===== src/gms_pkg.sv =====
package gms_pkg;

   // ***********************************************
   // timing
   // ***********************************************
   localparam int CLK_KHZ = 10000; // sys_clk rate, 10 MHz
   localparam int HALF_MS = 880; // half sequence, one V, I and aux slot
   localparam int HALF_CYCLES = HALF_MS * CLK_KHZ;
   localparam int SETTLE_MS = 10; // divider settle time before aux sampling
   localparam int SETTLE_CYCLES = SETTLE_MS * CLK_KHZ;
   localparam int TIMER_W = 24;

   // ***********************************************
   // offset calibration and scaling
   // ***********************************************
   localparam int OFS_W = 10;
   localparam logic [OFS_W-1:0] OFS_SLOT = 10'h3ff; // every 1024th conversion
   localparam logic signed [17:0] SAT16_MAX = 18'sh07fff;
   localparam logic signed [17:0] SAT16_MIN = -18'sh08000;
   localparam logic [15:0] SAT_POS = 16'h7fff;
   localparam logic [15:0] SAT_NEG = 16'h8000;
   localparam logic signed [17:0] CUR_UNIT_MAX = 18'sh007ff; // +51.2 mV in 25 uV units
   localparam logic signed [17:0] CUR_UNIT_MIN = -18'sh00800; // -51.2 mV
   localparam logic [11:0] CUR_CLAMP_POS = 12'h7ff;
   localparam logic [11:0] CUR_CLAMP_NEG = 12'h800;
   localparam logic [3:0] CUR_PAD = 4'h0; // current code sits in bits 15:4
   localparam logic signed [31:0] ACC_LIMIT = 32'sh01ff5ff7; // 204.8 mVh in 25 uV x 880 ms
   localparam int CAP_SHIFT = 20; // acc x scale to 0.5 % units
   localparam logic signed [40:0] CAP_MAX = 41'sh000000000c8; // 100 %

   // ***********************************************
   // register map, byte addresses
   // ***********************************************
   localparam int ADDR_W = 8;
   localparam logic [ADDR_W-1:0] A_CTRL = 8'h00;
   localparam logic [ADDR_W-1:0] A_VOLT = 8'h04;
   localparam logic [ADDR_W-1:0] A_CUR = 8'h08;
   localparam logic [ADDR_W-1:0] A_AUX0 = 8'h0c;
   localparam logic [ADDR_W-1:0] A_AUX1 = 8'h10;
   localparam logic [ADDR_W-1:0] A_TEMP = 8'h14;
   localparam logic [ADDR_W-1:0] A_BIAS = 8'h18;
   localparam logic [ADDR_W-1:0] A_BLANK = 8'h1c;
   localparam logic [ADDR_W-1:0] A_ACC = 8'h20;
   localparam logic [ADDR_W-1:0] A_INIT_SCALE = 8'h24;
   localparam logic [ADDR_W-1:0] A_LEARN_SCALE = 8'h28;
   localparam logic [ADDR_W-1:0] A_BASE_CAP = 8'h2c;
   localparam logic [ADDR_W-1:0] A_REL_CAP = 8'h30;
   localparam logic [ADDR_W-1:0] A_STATUS = 8'h34;
   localparam int CTRL_INTERNAL_TEMP_SELECT_BIT = 0;
   localparam int CTRL_LEARNED_BIT = 1;
   localparam int STAT_ACTIVE_BIT = 0;
   localparam int STAT_HALF_BIT = 1;
   localparam int STAT_DIV_BIT = 2;

   // ***********************************************
   // reset values
   // ***********************************************
   localparam logic [1:0] CTRL_RST = 2'h0;
   localparam logic [7:0] BIAS_RST = 8'h00;
   localparam logic [7:0] BLANK_RST = 8'h06;
   localparam logic [7:0] SCALE_RST = 8'h00;
   localparam logic [7:0] BASE_CAP_RST = 8'h00;
   localparam logic [15:0] RESULT_RST = 16'h0000;

   typedef enum {ST_IDLE, ST_VOLT, ST_CUR, ST_SETTLE, ST_AUX, ST_WAIT} gms_state_e;
   typedef enum logic [2:0] {CH_VOLT, CH_CUR, CH_AUX0, CH_AUX1, CH_TEMP, CH_VOFS, CH_IOFS}
      gms_chan_e;

endpackage


===== src/gms_sequencer.sv =====
// What this block does
// [RULE1] repeat the full sequence back to back while active
// [RULE2] divider supply on a settle time before each aux conversion
// [RULE3] divider supply stays off during an internal temperature slot
// [RULE4] one full sequence is two halves, 1760 ms nominal
// [RULE5] voltage result refreshed every 880 ms, two's complement
// [RULE6] voltage above range reads 7fff
// [RULE7] every 1024th voltage conversion measures offset, corrects next 1023
// [RULE8] voltage result held during its offset conversion
// [RULE9] aux inputs alternate, each refreshed every 1760 ms
// [RULE10] temperature refreshed every 1760 ms, two's complement
// [RULE11] temperature replaces second aux slot only while select bit set
// [RULE12] current positive when sense input is below ground
// [RULE13] current result updated every 880 ms at end of conversion
// [RULE14] current saturates to 7fff and 8000
// [RULE15] every 1024th current conversion is offset, result held meanwhile
// [RULE16] bias added to raw current; biased value reported and accumulated
// [RULE17] new bias applies to every later current conversion
// [RULE18] bias is signed 25 uV steps, default 00
// [RULE19] biased current summed into signed charge counter each period
// [RULE20] charge counter times capacity factor moves relative capacity
// [RULE21] current below blanking threshold leaves counter unchanged
// [RULE22] in sleep no conversions, results unchanged
// [RULE23] each half: voltage, current, then alternating aux slot
// [RULE24] charge counter clamps at its range limits
module gms_sequencer #(
   parameter int HALF_CYCLES = gms_pkg::HALF_CYCLES,
   parameter int SETTLE_CYCLES = gms_pkg::SETTLE_CYCLES
) (
   input wire logic sys_clk,
   input wire logic srst,
   input wire logic [gms_pkg::ADDR_W-1:0] avs_address,
   input wire logic avs_read,
   input wire logic avs_write,
   input wire logic [31:0] avs_writedata,
   output logic [31:0] avs_readdata,
   output logic avs_waitrequest,
   input wire logic active_mode,
   output logic adc_start,
   output gms_pkg::gms_chan_e adc_sel,
   input wire logic adc_done,
   input wire logic [15:0] adc_data,
   output logic divider_supply_out
);
   import gms_pkg::*;

   // saturate an 18 bit signed value to a 16 bit code
   function automatic logic [15:0] sat16(input logic signed [17:0] x);
      logic [15:0] r;
      r = x[15:0];
      if (x > SAT16_MAX) begin
         r = SAT_POS;
      end else if (x < SAT16_MIN) begin
         r = SAT_NEG;
      end
      return r;
   endfunction

   // ***********************************************
   // state
   // ***********************************************
   gms_state_e state_reg, state_next;
   logic [TIMER_W-1:0] half_cnt_reg;
   logic [TIMER_W-1:0] settle_cnt_reg;
   logic half_reg;
   logic [OFS_W-1:0] vcnt_reg, icnt_reg;
   logic [15:0] vofs_reg, iofs_reg;
   logic [15:0] volt_reg, cur_reg, aux0_reg, aux1_reg, temp_reg;
   logic [1:0] ctrl_reg;
   logic [7:0] bias_reg, blank_reg, init_scale_reg, learn_scale_reg, base_cap_reg;
   logic signed [31:0] acc_reg;
   logic [7:0] rel_cap_reg;
   logic adc_start_reg;
   gms_chan_e adc_sel_reg;
   logic div_reg;
   logic ack_reg;
   logic [31:0] rdata_reg;

   // ***********************************************
   // sequence decode
   // ***********************************************
   wire half_tick = (half_cnt_reg == TIMER_W'(HALF_CYCLES - 1));
   wire settle_done = (settle_cnt_reg == TIMER_W'(SETTLE_CYCLES - 1));
   wire temp_slot = half_reg & ctrl_reg[CTRL_INTERNAL_TEMP_SELECT_BIT]; // see [RULE11]
   wire aux_div = ~temp_slot; // see [RULE3]
   wire v_ofs = (vcnt_reg == OFS_SLOT); // see [RULE7]
   wire i_ofs = (icnt_reg == OFS_SLOT); // see [RULE15]
   wire conv_v = (state_reg == ST_VOLT) & adc_done;
   wire conv_i = (state_reg == ST_CUR) & adc_done;
   wire conv_a = (state_reg == ST_AUX) & adc_done;
   wire go_volt = (state_next == ST_VOLT) & (state_reg != ST_VOLT);
   wire go_cur = (state_next == ST_CUR) & (state_reg != ST_CUR);
   wire go_aux = (state_next == ST_AUX) & (state_reg != ST_AUX);
   wire gms_chan_e aux_chan = temp_slot ? CH_TEMP : (half_reg ? CH_AUX1 : CH_AUX0);
   wire gms_chan_e sel_next = go_volt ? (v_ofs ? CH_VOFS : CH_VOLT) :
                              go_cur ? (i_ofs ? CH_IOFS : CH_CUR) : aux_chan;
   // divider choice is frozen once the aux slot runs, a late select write cannot flip it
   wire div_hold = (state_reg == ST_AUX) ? div_reg : aux_div; // see [RULE3]
   wire div_next = active_mode & ((state_next == ST_SETTLE) |
                   ((state_next == ST_AUX) & div_hold)); // see [RULE2]

   // next state: V, I, optional settle, aux, then wait for the half to end
   always_comb begin
      state_next = state_reg;
      case (state_reg)
         ST_IDLE: begin
            state_next = ST_VOLT; // see [RULE1]
         end
         ST_VOLT: begin
            if (adc_done) begin
               state_next = ST_CUR; // see [RULE23]
            end
         end
         ST_CUR: begin
            if (adc_done) begin
               state_next = aux_div ? ST_SETTLE : ST_AUX; // see [RULE2] [RULE3]
            end
         end
         ST_SETTLE: begin
            if (settle_done) begin
               state_next = ST_AUX;
            end
         end
         ST_AUX: begin
            if (adc_done) begin
               state_next = ST_WAIT;
            end
         end
         ST_WAIT: begin
            if (half_tick) begin
               state_next = ST_VOLT; // see [RULE1] [RULE4]
            end
         end
         default: begin
            state_next = ST_IDLE;
         end
      endcase
      if (!active_mode) begin
         state_next = ST_IDLE; // see [RULE22]
      end
   end

   // state and half-sequence timers
   always_ff @(posedge sys_clk) begin
      if (srst) begin
         state_reg <= ST_IDLE;
         half_cnt_reg <= '0;
         settle_cnt_reg <= '0;
         half_reg <= 1'b0;
      end else begin
         state_reg <= state_next;
         half_cnt_reg <= (state_reg == ST_IDLE || half_tick) ? '0 : half_cnt_reg + 1'b1;
         settle_cnt_reg <= (state_reg == ST_SETTLE) ? settle_cnt_reg + 1'b1 : '0;
         if (state_reg == ST_WAIT && half_tick) begin
            half_reg <= ~half_reg; // see [RULE9] [RULE4]
         end
      end
   end

   // converter request and divider supply
   always_ff @(posedge sys_clk) begin
      if (srst) begin
         adc_start_reg <= 1'b0;
         adc_sel_reg <= CH_VOLT;
         div_reg <= 1'b0;
      end else begin
         adc_start_reg <= go_volt | go_cur | go_aux;
         if (go_volt | go_cur | go_aux) begin
            adc_sel_reg <= sel_next;
         end
         div_reg <= div_next;
      end
   end

   assign adc_start = adc_start_reg;
   assign adc_sel = adc_sel_reg;
   assign divider_supply_out = div_reg;

   // ***********************************************
   // voltage path
   // ***********************************************
   wire signed [17:0] v_diff = {{2{adc_data[15]}}, adc_data} - {{2{vofs_reg[15]}}, vofs_reg};

   // offset slot counters and corrections
   always_ff @(posedge sys_clk) begin
      if (srst) begin
         vcnt_reg <= '0;
         icnt_reg <= '0;
         vofs_reg <= RESULT_RST;
         iofs_reg <= RESULT_RST;
      end else begin
         if (conv_v) begin
            vcnt_reg <= vcnt_reg + 1'b1;
         end
         if (conv_i) begin
            icnt_reg <= icnt_reg + 1'b1;
         end
         if (conv_v && v_ofs) begin
            vofs_reg <= adc_data; // see [RULE7]
         end
         if (conv_i && i_ofs) begin
            iofs_reg <= adc_data; // see [RULE15]
         end
      end
   end

   // ***********************************************
   // current path
   // ***********************************************
   wire signed [17:0] i_corr = {{2{iofs_reg[15]}}, iofs_reg} - {{2{adc_data[15]}}, adc_data};
   wire signed [17:0] i_bias = i_corr + {{10{bias_reg[7]}}, bias_reg}; // see [RULE16] [RULE17]
   wire i_hi = (i_bias > CUR_UNIT_MAX);
   wire i_lo = (i_bias < CUR_UNIT_MIN);
   wire [11:0] cur_units = i_hi ? CUR_CLAMP_POS : (i_lo ? CUR_CLAMP_NEG : i_bias[11:0]);
   wire [15:0] cur_word = i_hi ? SAT_POS : (i_lo ? SAT_NEG : {i_bias[11:0], CUR_PAD});
   wire [11:0] cur_abs = cur_units[11] ? 12'h000 - cur_units : cur_units;
   wire cur_blank = (cur_abs < {4'h0, blank_reg});
   wire signed [32:0] acc_sum = {acc_reg[31], acc_reg} + {{21{cur_units[11]}}, cur_units};
   wire signed [32:0] acc_pos = {ACC_LIMIT[31], ACC_LIMIT};
   wire signed [32:0] acc_neg = -acc_pos;
   wire [31:0] acc_clamp = (acc_sum > acc_pos) ? ACC_LIMIT :
                           ((acc_sum < acc_neg) ? -ACC_LIMIT : acc_sum[31:0]);
   wire [7:0] scale = ctrl_reg[CTRL_LEARNED_BIT] ? learn_scale_reg : init_scale_reg;
   wire signed [40:0] cap_prod = acc_reg * $signed({1'b0, scale});
   wire signed [40:0] cap_sum = (cap_prod >>> CAP_SHIFT) + $signed({33'h0, base_cap_reg});
   wire [7:0] cap_clamp = cap_sum[40] ? 8'h00 : ((cap_sum > CAP_MAX) ? CAP_MAX[7:0] :
                          cap_sum[7:0]);

   // ***********************************************
   // bus decode
   // ***********************************************
   wire bus_req = avs_read | avs_write;
   wire wr_en = avs_write & ack_reg;
   wire wr_ctrl = wr_en & (avs_address == A_CTRL);
   wire wr_bias = wr_en & (avs_address == A_BIAS);
   wire wr_blank = wr_en & (avs_address == A_BLANK);
   wire wr_acc = wr_en & (avs_address == A_ACC);
   wire wr_init = wr_en & (avs_address == A_INIT_SCALE);
   wire wr_learn = wr_en & (avs_address == A_LEARN_SCALE);
   wire wr_base = wr_en & (avs_address == A_BASE_CAP);
   logic [31:0] rd_mux;

   // read selection, unmapped reads zero
   always_comb begin
      case (avs_address)
         A_CTRL: rd_mux = {30'h0, ctrl_reg};
         A_VOLT: rd_mux = {16'h0, volt_reg};
         A_CUR: rd_mux = {16'h0, cur_reg};
         A_AUX0: rd_mux = {16'h0, aux0_reg};
         A_AUX1: rd_mux = {16'h0, aux1_reg};
         A_TEMP: rd_mux = {16'h0, temp_reg};
         A_BIAS: rd_mux = {24'h0, bias_reg};
         A_BLANK: rd_mux = {24'h0, blank_reg};
         A_ACC: rd_mux = acc_reg;
         A_INIT_SCALE: rd_mux = {24'h0, init_scale_reg};
         A_LEARN_SCALE: rd_mux = {24'h0, learn_scale_reg};
         A_BASE_CAP: rd_mux = {24'h0, base_cap_reg};
         A_REL_CAP: rd_mux = {24'h0, rel_cap_reg};
         A_STATUS: rd_mux = {29'h0, div_reg, half_reg, active_mode};
         default: rd_mux = 32'h0000_0000;
      endcase
   end

   // one wait state, then the transfer completes
   always_ff @(posedge sys_clk) begin
      if (srst) begin
         ack_reg <= 1'b0;
         rdata_reg <= 32'h0000_0000;
      end else begin
         ack_reg <= bus_req & ~ack_reg;
         if (avs_read && !ack_reg) begin
            rdata_reg <= rd_mux;
         end
      end
   end

   assign avs_waitrequest = bus_req & ~ack_reg;
   assign avs_readdata = rdata_reg;

   // ***********************************************
   // software registers
   // ***********************************************
   always_ff @(posedge sys_clk) begin
      if (srst) begin
         ctrl_reg <= CTRL_RST;
         bias_reg <= BIAS_RST; // see [RULE18]
         blank_reg <= BLANK_RST;
         init_scale_reg <= SCALE_RST;
         learn_scale_reg <= SCALE_RST;
         base_cap_reg <= BASE_CAP_RST;
      end else begin
         if (wr_ctrl) ctrl_reg <= avs_writedata[1:0];
         if (wr_bias) bias_reg <= avs_writedata[7:0];
         if (wr_blank) blank_reg <= avs_writedata[7:0];
         if (wr_init) init_scale_reg <= avs_writedata[7:0];
         if (wr_learn) learn_scale_reg <= avs_writedata[7:0];
         if (wr_base) base_cap_reg <= avs_writedata[7:0];
      end
   end

   // ***********************************************
   // result registers
   // ***********************************************
   always_ff @(posedge sys_clk) begin
      if (srst) begin
         volt_reg <= RESULT_RST;
         cur_reg <= RESULT_RST;
         aux0_reg <= RESULT_RST;
         aux1_reg <= RESULT_RST;
         temp_reg <= RESULT_RST;
      end else begin
         if (conv_v && !v_ofs) begin
            volt_reg <= sat16(v_diff); // see [RULE5] [RULE6] [RULE8]
         end
         if (conv_i && !i_ofs) begin
            cur_reg <= cur_word; // see [RULE12] [RULE13] [RULE14]
         end
         if (conv_a && adc_sel_reg == CH_AUX0) aux0_reg <= adc_data; // see [RULE9]
         if (conv_a && adc_sel_reg == CH_AUX1) aux1_reg <= adc_data;
         if (conv_a && adc_sel_reg == CH_TEMP) temp_reg <= adc_data; // see [RULE10]
      end
   end

   // charge counter and relative capacity, hardware update beats a software write
   always_ff @(posedge sys_clk) begin
      if (srst) begin
         acc_reg <= '0;
         rel_cap_reg <= BASE_CAP_RST;
      end else begin
         if (conv_i && !i_ofs) begin
            if (!cur_blank) begin
               acc_reg <= acc_clamp; // see [RULE19] [RULE21] [RULE24]
            end
            rel_cap_reg <= cap_clamp; // see [RULE20]
         end else if (wr_acc) begin
            acc_reg <= avs_writedata;
         end
      end
   end

   // ***********************************************
   // checks
   // ***********************************************
   temp_div_off_a: assert property (@(posedge sys_clk) disable iff (srst) // see [RULE3]
      (state_reg == ST_AUX && adc_sel == CH_TEMP) |-> !divider_supply_out)
      else $error("divider on during temperature slot");
   aux_settled_a: assert property (@(posedge sys_clk) disable iff (srst) // see [RULE2]
      (adc_start && (adc_sel == CH_AUX0 || adc_sel == CH_AUX1)) |->
      divider_supply_out && $past(divider_supply_out, 2))
      else $error("aux conversion started without settled divider");
   volt_hold_a: assert property (@(posedge sys_clk) disable iff (srst) // see [RULE8]
      (conv_v && adc_sel == CH_VOFS) |=> $stable(volt_reg))
      else $error("voltage result changed on offset conversion");
   cur_hold_a: assert property (@(posedge sys_clk) disable iff (srst) // see [RULE15]
      (conv_i && adc_sel == CH_IOFS) |=> $stable(cur_reg) && $stable(acc_reg))
      else $error("current result changed on offset conversion");
   sleep_hold_a: assert property (@(posedge sys_clk) disable iff (srst) // see [RULE22]
      (!active_mode && !$past(active_mode)) |-> !adc_start && !divider_supply_out)
      else $error("activity while asleep");
   seq_order_a: assert property (@(posedge sys_clk) disable iff (srst) // see [RULE23]
      (conv_v && active_mode) |=> adc_start && adc_sel inside {CH_CUR, CH_IOFS})
      else $error("current conversion did not follow voltage");
   acc_range_a: assert property (@(posedge sys_clk) disable iff (srst) // see [RULE24]
      (conv_i && !i_ofs && !cur_blank) |=> (acc_reg <= ACC_LIMIT) && (acc_reg >= -ACC_LIMIT))
      else $error("charge counter out of range");
   blank_hold_a: assert property (@(posedge sys_clk) disable iff (srst) // see [RULE21]
      (conv_i && !i_ofs && cur_blank) |=> $stable(acc_reg))
      else $error("blanked current accumulated");
   bus_answer_a: assert property (@(posedge sys_clk) disable iff (srst)
      (bus_req && avs_waitrequest) |=> !avs_waitrequest)
      else $error("bus answer later than one wait state");

endmodule // gms_sequencer


===== config.mk =====
export PLATFORM = sky130hd
export DESIGN_NAME = gms_sequencer
export DESIGN_NICKNAME = d
export VERILOG_FILES = /design/src/gms_pkg.sv /design/src/gms_sequencer.sv
export SDC_FILE = /design/constraint.sdc
export NUM_CORES = 2
export LEC_CHECK = 0
export CAP_MARGIN = 20
export CORE_MARGIN = 8
export CORE_UTILIZATION = 35
export DETAILED_ROUTE_END_ITERATION = 16
export DONT_BUFFER_PORTS = 1
export GPL_TIMING_DRIVEN = 1
export PLACE_DENSITY = 0.51
export SYNTH_ARGS = -nofsm -noshare
export SYNTH_HDL_FRONTEND = slang
export SYNTH_SLANG_ARGS = --single-unit
export TNS_END_PERCENT = 1

===== constraint.sdc =====
create_clock -name sys_clk -period 8.5 [get_ports sys_clk]
set_input_delay 1.7 -clock sys_clk [delete_from_list [all_inputs] [get_ports sys_clk]]
set_output_delay 1.7 -clock sys_clk [all_outputs]
set_load 0.02 [all_outputs]

==> flow_metrics.py <==
metrics = {
    "die": {
        "pin_count": 100,
        "initial_core_util_pct": 35.23,
        "core_sq_um": 78740,
        "die_y_um": 297.5,
        "die_w_um": 297.5,
        "rows": 103,
        "dieArea_sq_um": 88520,
    },
    "cells_and_area": {
        "fin_util_pct": 40.34,
        "layout.nets": 4023,
        "drive_gt1_share_pct": 9.081,
        "final_common_cell": "nand2_1",
        "nFillCells": 8075,
        "area_delta_synth_final_pct": 14.51,
        "mostFrequentLayoutCells": "nand2_1 (533), inv_1 (336), dfxtp_1 (329)",
    },
    "timing": {
        "tightestPinTransition_ns": 1.207,
        "setup_viol": 0,
        "max_freq_ghz": 0.1226,
        "drv_slew": 0,
        "skew_ns": 0.03591,
        "relSlewSlack_pct": 19.26,
        "post-route-period-util_pct": 95.92,
        "period_needed_ns": 8.154,
        "final_hold_viol_count": 0,
        "setup_tns_ns": 0,
    },
    "synth": {
        "ys_ff_latch": 330,
        "syn_avg_cell_area_sq_um": 7.932,
        "ys.flop_type": "dfxtp_1",
        "synth_edf_count": 0,
        "synth_area_sq_um": 27740,
        "synthCells": 3497,
        "async_reset_ff_share_pct": 0,
        "yosysSeqAreaShare_pct": 23.82,
        "ys_warn_count": 0,
        "ys_types": 86,
    },
    "grt": {
        "grt_pass1_vias": 24020,
        "antenna_found_initial": 2,
        "grtUsageTotal_pct": 19.46,
        "grt_pass1_wl_um": 138900,
        "grt_max_degree": 239,
        "grt-ovfl-total": 0,
    },
    "cts": {
        "clockRootBuffer": "clkbuf_16",
        "cts_inserted_buffers": 41,
        "h-tree-depth": 2,
        "clkTransAtPathRegs_ns": 0.06,
        "cts_sinks": 330,
        "cts.path.max_buffers": 3,
        "insertion_delay_ns": 0.61,
        "cts_tree": "done",
    },
    "power_and_ir_drop": {
        "p_total_mw": 3.785,
        "p_clk_share_pct": 51.6,
        "pwr-share-comb_pct": 7.2,
        "p_leak_nw": 13.37,
        "swShare_pct": 24.61,
        "seqPwrFrac_pct": 41.2,
        "cellPowerDensity_nw_per_um2": 119.2,
        "p_switching_mw": 0.9314,
        "peakVddDrop_v": 0.0001361,
        "p_int_mw": 2.853,
    },
    "detailed_routing": {
        "ant_nets": 0,
        "detail_route.vias_per_cell": 5.226,
        "wirelength_um": 88170,
        "drc_errors": 0,
        "dr.pass1.iters": 5,
        "drt-wirelength-per-cell_um": 18.90,
        "vias": 24370,
        "first_iter_violations": 1481,
    },
    "run": {
        "drv_cap": 0,
    },
    "setup_path": {
        "worst_ep_required_time_ns": 9.00,
        "r2r_slack_ns": 0.38,
        "cp.arrival_ns": 8.66,
        "crit_type": "in2reg",
        "crit_slowest_cell": "fa_1",
        "max_stage_delay_ns": 0.55,
        "endpoint_kind": "flop",
        "cp_max_fo": 8,
        "start_kind": "primary input",
    },
    "placed_design": {
        "post-dp-hpwl_um": 66840,
        "gp_congestion": 0.8464,
        "io_buffers": 0,
    },
    "status": {
        "status": "completed",
    },
    "worst_hold_path": {
        "hold_path.class": "reg2reg",
    },
}
==> final cells by class <==
type / instances / area [sq um] / share of cell area (%)
tap: 1050 / 1314 / 4.136
antenna: 2 / 5.005 / 0.01576
clock buffer: 56 / 1162 / 3.660
clock inverter: 18 / 330.3 / 1.040
inverter: 336 / 1261 / 3.971
multi-input combinational: 2687 / 19580 / 61.64
sequential: 330 / 6610 / 20.81
timing repair buffer: 185 / 1501 / 4.727
==> metrics by stage <==
step / worst slack [ns] / cells / area, sq um / hold WS [ns]
2_1_floorplan: 0.04924 / 3525 / 27850 / 0.4299
3_3_place_gp: -0.5938 / 4582 / 30020 / 0.4341
3_5_place_dp: -0.6588 / 4582 / 30020 / 0.4389
4_1_cts: 0.004288 / 4656 / 31520 / 0.4469
5_1_grt: -0.01028 / 4662 / 31760 / 0.4656
6_report: 0.3464 / 4664 / 31760 / 0.4475
==> power by group through the flow <==
stage               registers, mW  clock network [mW]  logic (mW)
detailed placement           1.59                   0       0.268
floorplan                    1.59                   0       0.184
global placement             1.59                   0       0.269
CTS                          1.56                2.01       0.269
finish                       1.56                1.95       0.274
global route                 1.56                2.08       0.306
==> cells in the mapped netlist, drive strengths merged, types with 12 or more instances <==
library cell | count | share of area [%]
a211oi | 27 | 0.81
a21o | 48 | 1.3
a21oi | 289 | 5.2
a221oi | 25 | 0.79
a22o | 18 | 0.57
a22oi | 34 | 0.92
a31oi | 39 | 0.88
and2 | 29 | 0.65
and3 | 34 | 0.77
buf | 29 | 0.43
clkbuf | 143 | 1.9
dfxtp | 330 | 24
fa | 216 | 16
ha | 164 | 7.4
inv | 336 | 4.5
mux2i | 15 | 0.54
nand2 | 533 | 7.2
nand2b | 35 | 0.79
nand3 | 125 | 2.3
nand4 | 29 | 0.65
nor2 | 243 | 3.3
nor2b | 177 | 4.0
nor3 | 60 | 1.1
nor4 | 20 | 0.45
o211ai | 16 | 0.43
o21a | 22 | 0.60
o21ai | 96 | 1.7
o21bai | 12 | 0.32
o221ai | 25 | 0.81
or2 | 14 | 0.32
or3 | 15 | 0.34
xnor2 | 57 | 1.8
xor2 | 70 | 2.2
==> final timing paths <==
check	start	endpoint	cells after the start
hold reg to reg	iofs_reg[15]	iofs_reg[15]	2
hold / removal	iofs_reg[15]	iofs_reg[15]	2
setup / recovery	adc_data[1]	acc_reg[13]	31
setup reg to reg	ctrl_reg[1]	rel_cap_reg[3]	32
==> logic make-up (layout without fill, tap and decap cells) <==
family / Yosys count / count (layout) / synth area share, %
and+or+nand+nor: 1372 / 1372 / 23.54
AOI/OAI and AO/OA: 758 / 758 / 17.93
buffers and inverters: 508 / 595 / 6.920
adders and majority gates: 380 / 380 / 22.99
DFF: 330 / 330 / 23.82
xor gates and xnor gates: 127 / 127 / 4.010
muxes: 21 / 21 / 0.7848
other: 1 / 31 / 0.01352
==> worst max-delay path: cells and delay by family <==
| kind | cells | cell delay (ns) |
|---|---|---|
| AO/OA/AOI/OAI | 13 | 2.82 |
| adder cells (fa/ha/maj) | 4 | 1.55 |
| buffers and inverters | 6 | 0.63 |
| multiplexers | 1 | 0.29 |
| AND/OR/NAND/NOR | 7 | 1.64 |
==> what timing repair did <==
action	4_1_cts	5_1_grt
setup endpoints to repair	15	35
hold buffers	0	0
pin swaps	0	7
cloned	0	0
resized for setup	2	28
buffers inserted	0	6
==> metal layers <==
layer	share of wire, %	global-route usage, %
met1	46	25.72
met2	45	31.70
met3	6.8	4.779
met4	2.3	4.872
met5	0.027	0
Power figures use the tool's default switching activity.
